[src/pkg/pld_ctrl_pkg.sv]
package pld_ctrl_pkg;
    // ----------------------------------------
    // Configuration image
    // ----------------------------------------
    localparam int unsigned BASE_FUSE_COUNT = 5892;
    localparam int unsigned PD_FUSE_COUNT = 5893;
    localparam int unsigned PD_FUSE_INDEX = 5892;
    localparam int unsigned SIG_BITS = 64;
    localparam int unsigned SIG_ADDR_W = 6;
    localparam logic [SIG_BITS-1:0] SIG_RESET = 64'h0000_0000_0000_0000;

    // ----------------------------------------
    // Programmer commands
    // ----------------------------------------
    typedef enum logic [2:0] {
        CMD_NONE,
        CMD_VERIFY,
        CMD_PRELOAD,
        CMD_SIG_READ,
        CMD_SIG_WRITE,
        CMD_SECURE
    } prog_cmd_e;

    typedef struct packed {
        logic valid;
        prog_cmd_e cmd;
        logic [SIG_ADDR_W-1:0] addr;
        logic data;
    } prog_req_s;

    typedef struct packed {
        logic valid;
        logic refused;
        logic data;
    } prog_rsp_s;
endpackage

[src/core/pin_keeper.sv]
module pin_keeper
    import pld_ctrl_pkg::*;
#(
    parameter int unsigned WIDTH = 10
) (
    input wire logic core_clk,
    input wire logic nrst,
    input wire logic [WIDTH-1:0] ext_drive,
    input wire logic [WIDTH-1:0] ext_level,
    input wire logic [WIDTH-1:0] own_oe_n,
    input wire logic [WIDTH-1:0] own_level,
    output logic [WIDTH-1:0] level
);
    logic [WIDTH-1:0] held_q;
    logic [WIDTH-1:0] held_d;

    // Own buffer wins over the external driver; with neither driving, hold last level
    genvar i;
    generate
        for (i = 0; i < WIDTH; i++) begin : g_keep
            assign held_d[i] = !own_oe_n[i] ? own_level[i] :
                               ext_drive[i] ? ext_level[i] : held_q[i];
        end
    endgenerate

    // Keeper stays active in every mode, power-down included
    always_ff @(posedge core_clk or negedge nrst) begin
        if (!nrst) begin
            held_q <= '0;
        end else begin
            held_q <= held_d;
        end
    end

    assign level = held_d;
endmodule

[src/core/signature_store.sv]
module signature_store
    import pld_ctrl_pkg::*;
#(
    parameter int unsigned BITS = SIG_BITS
) (
    input wire logic core_clk,
    input wire logic nrst,
    input wire logic wr_en,
    input wire logic [SIG_ADDR_W-1:0] addr,
    input wire logic wr_data,
    output logic rd_data
);
    logic [BITS-1:0] sig_q;

    always_ff @(posedge core_clk or negedge nrst) begin
        if (!nrst) begin
            sig_q <= SIG_RESET[BITS-1:0];
        end else if (wr_en) begin
            sig_q[addr] <= wr_data;
        end
    end

    // Readable regardless of security state
    assign rd_data = sig_q[addr];
endmodule

[src/core/pld_powerdown_security_ctrl.sv]
module pld_powerdown_security_ctrl
    import pld_ctrl_pkg::*;
#(
    parameter int unsigned N_IN = 11,
    parameter int unsigned N_IO = 10
) (
    input wire logic core_clk,
    input wire logic nrst,
    input wire logic pd_fuse,
    input wire logic shared_input_powerdown_pin,
    input wire logic [N_IN-1:0] in_pins,
    input wire logic [N_IO-1:0] io_in,
    input wire logic [N_IO-1:0] io_ext_drive,
    input wire logic [N_IO-1:0] core_reg_d,
    input wire logic [N_IO-1:0] core_comb_d,
    input wire logic [N_IO-1:0] core_oe_n_d,
    input wire logic [N_IO-1:0] core_reg_sel,
    input wire logic [N_IO-1:0] cfg_verify_data,
    input wire prog_req_s prog_req,
    output prog_rsp_s prog_rsp,
    output logic secured,
    output logic power_down,
    output logic pd_as_input,
    output logic [N_IN-1:0] array_in,
    output logic [N_IO-1:0] array_io,
    output logic [N_IO-1:0] macro_reg,
    output logic [N_IO-1:0] io_out,
    output logic [N_IO-1:0] io_oe_n
);
    // ----------------------------------------
    // Mode decode
    // ----------------------------------------
    logic power_down_pin;
    logic run;
    logic [N_IN-1:0] in_hold_q;
    logic [N_IO-1:0] reg_q;
    logic [N_IO-1:0] reg_d;
    logic [N_IO-1:0] out_q;
    logic [N_IO-1:0] out_d;
    logic [N_IO-1:0] oe_n_q;
    logic [N_IO-1:0] oe_n_d;
    logic [N_IO-1:0] io_level;
    logic secured_q;
    logic preload_ok;
    logic verify_ok;
    logic sig_wr;
    logic sig_bit;
    prog_rsp_s rsp_q;
    prog_rsp_s rsp_d;

    assign power_down_pin = shared_input_powerdown_pin;
    assign power_down = pd_fuse && power_down_pin;
    assign run = !power_down;
    assign pd_as_input = !pd_fuse;

    // ----------------------------------------
    // Pin keepers
    // ----------------------------------------
    pin_keeper #(
        .WIDTH(N_IO)
    ) u_keeper (
        .core_clk(core_clk),
        .nrst(nrst),
        .ext_drive(io_ext_drive),
        .ext_level(io_in),
        .own_oe_n(oe_n_q),
        .own_level(out_q),
        .level(io_level)
    );

    // ----------------------------------------
    // Input gating
    // ----------------------------------------
    // Index 0 carries the shared pin; it feeds the array only when not a power-down pin
    logic [N_IN-1:0] in_live;
    assign in_live = {in_pins[N_IN-1:1], pd_fuse ? 1'b0 : shared_input_powerdown_pin};

    always_ff @(posedge core_clk or negedge nrst) begin
        if (!nrst) begin
            in_hold_q <= '0;
        end else if (run) begin
            in_hold_q <= in_live;
        end
    end

    assign array_in = run ? in_live : in_hold_q;
    logic [N_IO-1:0] io_hold_q;
    always_ff @(posedge core_clk or negedge nrst) begin
        if (!nrst) begin
            io_hold_q <= '0;
        end else if (run) begin
            io_hold_q <= io_level;
        end
    end
    assign array_io = run ? io_level : io_hold_q;

    // ----------------------------------------
    // Macrocell registers, preload and freeze
    // ----------------------------------------
    assign preload_ok = prog_req.valid && prog_req.cmd == CMD_PRELOAD && !secured_q && run;

    genvar i;
    generate
        for (i = 0; i < N_IO; i++) begin : g_mc
            assign reg_d[i] = !run ? reg_q[i] :
                              (preload_ok && prog_req.addr == SIG_ADDR_W'(i)) ? prog_req.data :
                              core_reg_d[i];
        end
    endgenerate

    // Output and enable follow the core while running, frozen otherwise
    assign out_d = run ? ((core_reg_sel & reg_d) | (~core_reg_sel & core_comb_d)) : out_q;
    assign oe_n_d = run ? core_oe_n_d : oe_n_q;

    always_ff @(posedge core_clk or negedge nrst) begin
        if (!nrst) begin
            reg_q <= '0;
            out_q <= '0;
            oe_n_q <= '1;
        end else begin
            reg_q <= reg_d;
            out_q <= out_d;
            oe_n_q <= oe_n_d;
        end
    end

    assign macro_reg = reg_q;
    assign io_out = out_q;
    assign io_oe_n = oe_n_q;

    // ----------------------------------------
    // Security fuse and programmer port
    // ----------------------------------------
    always_ff @(posedge core_clk or negedge nrst) begin
        if (!nrst) begin
            secured_q <= 1'b0;
        end else if (prog_req.valid && prog_req.cmd == CMD_SECURE) begin
            secured_q <= 1'b1;
        end
    end
    assign secured = secured_q;

    assign verify_ok = !secured_q;
    assign sig_wr = prog_req.valid && prog_req.cmd == CMD_SIG_WRITE;

    signature_store #(
        .BITS(SIG_BITS)
    ) u_sig (
        .core_clk(core_clk),
        .nrst(nrst),
        .wr_en(sig_wr),
        .addr(prog_req.addr),
        .wr_data(prog_req.data),
        .rd_data(sig_bit)
    );

    always_comb begin
        rsp_d = '0;
        rsp_d.valid = prog_req.valid && prog_req.cmd != CMD_NONE;
        unique case (prog_req.cmd)
            CMD_VERIFY: begin
                rsp_d.refused = !verify_ok;
                rsp_d.data = verify_ok && cfg_verify_data[prog_req.addr[3:0] % 4'(N_IO)];
            end
            CMD_PRELOAD: rsp_d.refused = secured_q || power_down;
            CMD_SIG_READ: rsp_d.data = sig_bit;
            CMD_NONE, CMD_SIG_WRITE, CMD_SECURE: rsp_d.refused = 1'b0;
            default: rsp_d.refused = 1'b1;
        endcase
    end

    always_ff @(posedge core_clk or negedge nrst) begin
        if (!nrst) begin
            rsp_q <= '0;
        end else begin
            rsp_q <= rsp_d;
        end
    end
    assign prog_rsp = rsp_q;
endmodule

[config.mk]
export PLATFORM = sky130hd
export DESIGN_NAME = pld_powerdown_security_ctrl
export DESIGN_NICKNAME = d
export VERILOG_FILES = /design/src/pkg/pld_ctrl_pkg.sv /design/src/core/pin_keeper.sv /design/src/core/signature_store.sv /design/src/core/pld_powerdown_security_ctrl.sv
export SDC_FILE = /design/constraint.sdc
export NUM_CORES = 1
export LEC_CHECK = 0
export ABC_AREA = 0
export BUFFER_PORTS_ARGS = -buffer_cell sky130_fd_sc_hd__buf_2
export CORE_MARGIN = 4
export CORE_UTILIZATION = 54
export DETAILED_ROUTE_END_ITERATION = 10
export PLACE_DENSITY = 0.8
export SLEW_MARGIN = 0
export SYNTH_ARGS = -nofsm -noshare
export SYNTH_HDL_FRONTEND = slang
export SYNTH_SLANG_ARGS = --single-unit
[constraint.sdc]
create_clock -name core_clk -period 2.3 [get_ports core_clk]
set_input_delay 0.575 -clock core_clk [delete_from_list [all_inputs] [get_ports core_clk]]
set_output_delay 0.575 -clock core_clk [all_outputs]
set_load 0.05 [all_outputs]
---- Word-level counts from Yosys, hierarchy flattened ----
Cells that the tools add are included.
cells by class
  divide/modulo/power cells ............... 1
  magnitude comparators ................... 3
  equal/unequal tests ..................... 14
  multiplexer cells ....................... 52
  bitwise operators ....................... 4
  reduce and logical (&&, ||, !) cells .... 27
operator list
  operator               count
  $bwmux W64             1
  $mux W1                44
  $eq A6 B3 Y1 const B   4
  $and A10 B10 Y10       2
  $logic_and A1 B1 Y1    19
  $eq A6 B2 Y1 const B   2
  $eq A6 B4 Y1 const B   2
  $mux W11               1
  $mux W10               1
  $not A10 Y10           1
  $or A10 B10 Y10        1
  $lt A6 B7 Y1 const B   1
  $bmux W1 S6            1
  $demux W1 S6           1
  $eq A3 B2 Y1 const B   2
  $eq A3 B3 Y1 const B   2
  $eq A6 B1 Y1 const B   1
  $ge A6 B1 Y1 const B   1
  $logic_not A6 Y1       1
  $lt A4 B5 Y1 const B   1
  $bmux W1 S4            1
  $mod A4 B4 Y4 const B  1
  $reduce_or A4 Y1       1
  $eq A3 B1 Y1 const B   1
  6 further kinds        8
storage, ports and cells
  bits in registers ....................... 129
  input bits .............................. 96
  output and inout port bits .............. 57
  word-level logic and storage cells ...... 112

---- Logic depth before layout (Yosys ltp) ----
  depth after elaboration ................. 9
  gate-level depth with buffers ........... 9
  depth with buffers taken out ............ 8

---- Modules after synthesis ----
A second synthesis with hierarchy kept.
second synthesis, totals
  cells, all modules ...................... 646
  area total of the unflattened synthesis .. 6523.8 um^2
modules (own cells, without submodules)
  module                       instances  cells an instance  area each (um^2)  sequential area each (um^2)
  signature_store              1          317                3458.3            1601.5
  pld_powerdown_security_ctrl  1          289                2627.5            1388.8
  pin_keeper                   1          40                 437.9             250.2

---- Worst setup path before layout ----
OpenSTA, ideal clock, no wires.
  path kind ............................... input port to output port
  from .................................... input pd_fuse
  to ...................................... output array_in[1]
  arrival time ............................ 1915 ps
  data required time ...................... 1725 ps
  setup slack ............................. -190 ps
  stages .................................. 5
  buffers on the path ..................... 1
  path through ............................ nand2_1 > inv_1 > clkbuf_1 > nand2_1 > nand2_1
between the ends
  word-level cells in the longest chain between the ends .. 2
ends and longest elaborated chain
  item                 line                               RTL
  start: declaration   pld_powerdown_security_ctrl.sv:9   input wire logic pd_fuse,
  $logic_and A1 B1 Y1  pld_powerdown_security_ctrl.sv:52  assign power_down = pd_fuse && power_down_pin;
  via power_down       pld_powerdown_security_ctrl.sv:22  output logic power_down,
  $mux W11             pld_powerdown_security_ctrl.sv:86  assign array_in = run ? in_live : in_hold_q;
  end: declaration     pld_powerdown_security_ctrl.sv:24  output logic [N_IN-1:0] array_in,
The timed path passes the listed nets, and every way through them passes these cells.

---- Worst setup path in the final report ----
  from .................................... register oe_n_q[8], in the netlist io_oe_n[8]
  to ...................................... output array_io[8]
between the ends
  word-level cells in the longest chain between the ends .. 2
ends and longest elaborated chain
  item                      line                                RTL
  start: declaration        pld_powerdown_security_ctrl.sv:40   logic [N_IO-1:0] oe_n_q;
  start signal: assignment  pld_powerdown_security_ctrl.sv:123  oe_n_q <= oe_n_d;
  $mux W1                   pin_keeper.sv:21                    assign held_d[i] = !own_oe_n[i] ? own_level[i] :
  via io_level[8]           pld_powerdown_security_ctrl.sv:42   logic [N_IO-1:0] io_level;
  $mux W10                  pld_powerdown_security_ctrl.sv:95   assign array_io = run ? io_level : io_hold_q;
  end: declaration          pld_powerdown_security_ctrl.sv:25   output logic [N_IO-1:0] array_io,
The timed path passes the listed nets, and every way through them passes these cells.

==> flow_metrics.py <==
metrics = {
    "grt": {
        "met3_usage": 0.0793,
        "grt_max_degree": 65,
        "grt_util_all_layers": 0.260,
        "met2_usage": 0.441,
        "grt_pass1_vias": 5532,
        "grt_busiest_layer": "met2",
        "antenna_found_initial": 1,
        "met1_usage": 0.304,
        "grt_first_pass_wirelength_mm": 28.5,
        "grt.overflow.total": 0,
    },
    "power": {
        "irDropWorstVdd_mv": 0.746,
        "finalPower_uw": 6380,
        "pwr_density_cell_nw_per_um2": 778,
        "power_leakage_uw": 0.00404,
    },
    "timing": {
        "hold_violations": 0,
        "finalMaxSlewViolations": 0,
        "fin_skew_ns": 0.00689,
        "clock.fmax_mhz": 446,
        "slew_headroom": 0.624,
        "fin_crit_sh": 0.975,
        "hold_ws_ns": 0.0883,
        "post-route-min-period_ns": 2.24,
        "setup_viol": 0,
        "worstMarginPinSlew_ns": 0.562,
    },
    "clocking": {
        "cts_buffers": 17,
        "hold_buffers": 0,
        "cts_setup_buffers": 0,
        "clock_latency_ns": 0.42,
        "clock_path_buffers": 2,
        "cts_sinks": 129,
        "tritoncts": "built",
        "htree_levels": 4,
        "clkTransAtPathRegs_ns": 0.06,
        "root_buffer": "clkbuf_16",
    },
    "detailed_routing": {
        "drc": 0,
        "wl_per_cell_microns": 18.9,
        "via_per_inst": 5.70,
        "drtIter0Drc": 461,
        "ant_nets": 0,
        "drt_wl_total_mm": 17.7,
        "firstDrtPassIters": 5,
        "dr_total_vias": 5330,
    },
    "worst_setup_path": {
        "worstSetupEndpoint": "array_io[8]",
        "cp.required_ns": 1.73,
        "crit_slowest_cell": "dfstp_2",
        "r2r_cells": 8,
        "worstSetupPathType": "register to primary output",
        "timing.rr.start": "secured",
        "cp_max_fo": 4,
        "worstSetupEndpointType": "primary output",
        "cp_cell_sequence": "nor2_1 -> a21oi_1 -> mux2_2 -> clkbuf_4",
        "r2r_slack_ns": 0.33,
        "critPathMaxStageDelay_ns": 0.56,
        "cp-start-kind": "register",
        "worstPathArrival_ns": 1.67,
        "r2r_end": "io_out[1]",
        "crit_start": "io_oe_n[8]",
    },
    "floorplan": {
        "fp.dieArea_sq_um": 13800,
        "core_sq_um": 11600,
        "start_util": 0.560,
        "die_h_microns": 117,
        "rows": 39,
        "die_x_microns": 117,
        "io_pins": 153,
    },
    "yosys": {
        "yosysTopAreaCellShare": 0.460,
        "avgSynthCellArea_sq_um": 10.6,
        "yosys_register_bits": 129,
        "yosysMostFrequentCell": "nand2_1",
        "ys_types": 47,
        "syn_nets": 709,
        "synth_area_leaders": "dfrtp_1, mux2_2, nand2_1",
        "yosysTopAreaCell": "dfrtp_1",
        "synthArstFlopShare": 1.00,
        "yosysWarnings": 0,
        "syn_area_sq_um": 6470,
        "synth_edf_count": 0,
        "synth_flop_cell": "dfrtp_1",
        "postSynthCellCount": 608,
        "ys_top_cells_by_count": "nand2_1, dfrtp_1, mux2_2",
        "synth-seq-area-share": 0.501,
    },
    "final_layout": {
        "reg_top3": "u_sig.sig_q: 64 flops, in_hold_q: 11 flops",
        "syn_to_final_growth_pct": 26.7,
        "fin_nets": 879,
        "fillCellCount": 781,
        "fin_util": 0.709,
        "fin_cells": 935,
        "final_area_sq_um": 8200,
        "largest_reg_flops": 64,
        "largest_register": "u_sig.sig_q",
        "drive_gt1_frac": 0.417,
    },
    "status": {
        "status": "completed",
    },
    "placement": {
        "dp.cells": 902,
        "dpl.hpwl_mm": 12.3,
        "port_buffers": 151,
        "gp_congestion": 0.843,
        "dpl_cell_area_sq_um": 7570,
    },
    "flow_run": {
        "drv_cap": 0,
    },
    "min_path": {
        "holdCritPathClass": "primary input to async pin",
    },
}
## metrics by stage
stage               TNS (ns)  setup WS (ns)
finish                     0         0.0565
global route         -0.0158        -0.0158
CTS                        0         0.0328
detailed placement   -0.0129        -0.0129
global placement     -0.0294        -0.0294
floorplan            -0.0101        -0.0101
## critical path, delay by kind of cell, from the launching register on
kind            cells  cell delay [ns]
flops               1             0.56
buf+inv             1             0.24
mux                 1             0.21
compound gates      1             0.17
simple gates        1             0.06
## routing by layer
layer / vias up / routed length, microns
met3: 50 / 1240
met4: 0 / 610
met2: 222 / 8990
met1: 2614 / 6830
li1: 2444 / -
met5: - / 0
## placed cells by master, fill, tap and decap left out, types with 4 or more instances in the layout
cell          n
o21ai_0      12
nand2b_1      6
clkbuf_16    17
clkinvlp_4    4
buf_4        39
mux2_2       70
a21o_1       11
inv_1         6
buf_2       146
a21oi_1      31
and2_1        9
nand4_1       5
dfrtp_1     119
nand2_2      10
nand2_1     131
nand3_1       6
nor2b_1       8
mux2i_1      39
mux2_1        4
mux4_2        8
dfstp_2      10
ha_1          5
nor2_1       35
## worst min-delay path by stage
| stage | to | depth (start not counted) | startpoint |
|---|---|---|---|
| floorplan | in_hold_q[0] | 0 | nrst |
| global placement | in_hold_q[1] | 2 | in_hold_q[1] |
| detailed placement | in_hold_q[9] | 2 | in_hold_q[9] |
| CTS | u_sig.sig_q[18] | 1 | nrst |
| global route | u_sig.sig_q[20] | 1 | nrst |
| finish | u_sig.sig_q[38] | 1 | nrst |
## report_power, final
part | switching (uW) | internal [uW]
logic | 757 | 340
registers | 79.4 | 2440
clock network | 1010 | 1760
## logic make-up (layout without fill, tap and decap cells)
kind of cell / count (synthesis) / after routing / share of synthesized area
buffers and inverters: 46 / 229 / 0.0346
AO/OA/AOI/OAI: 76 / 76 / 0.0717
other: 0 / 1 / 0
flip-flops: 129 / 129 / 0.501
AND/OR/NAND/NOR: 231 / 231 / 0.166
multiplexers: 121 / 121 / 0.217
adder cells (fa/ha/maj): 5 / 5 / 0.00967
## what timing repair did
action,CTS,global route
gates resized for setup,1,4
endpoints found under the setup margin,1,4
gates cloned,0,0
## final cells by class
type                    instances  area, sq um  share of cell area
well taps                     143          179              0.0218
clock inverters                13          161              0.0197
multi-input cells             433         3040               0.370
repair buffers                191         1110               0.135
diodes                          1         2.50            0.000305
flip-flops and latches        129         3240               0.395
clock buffers                  19          453              0.0552
inverters                       6         22.5             0.00275
No activity file was read; power rests on OpenSTA's default activity.
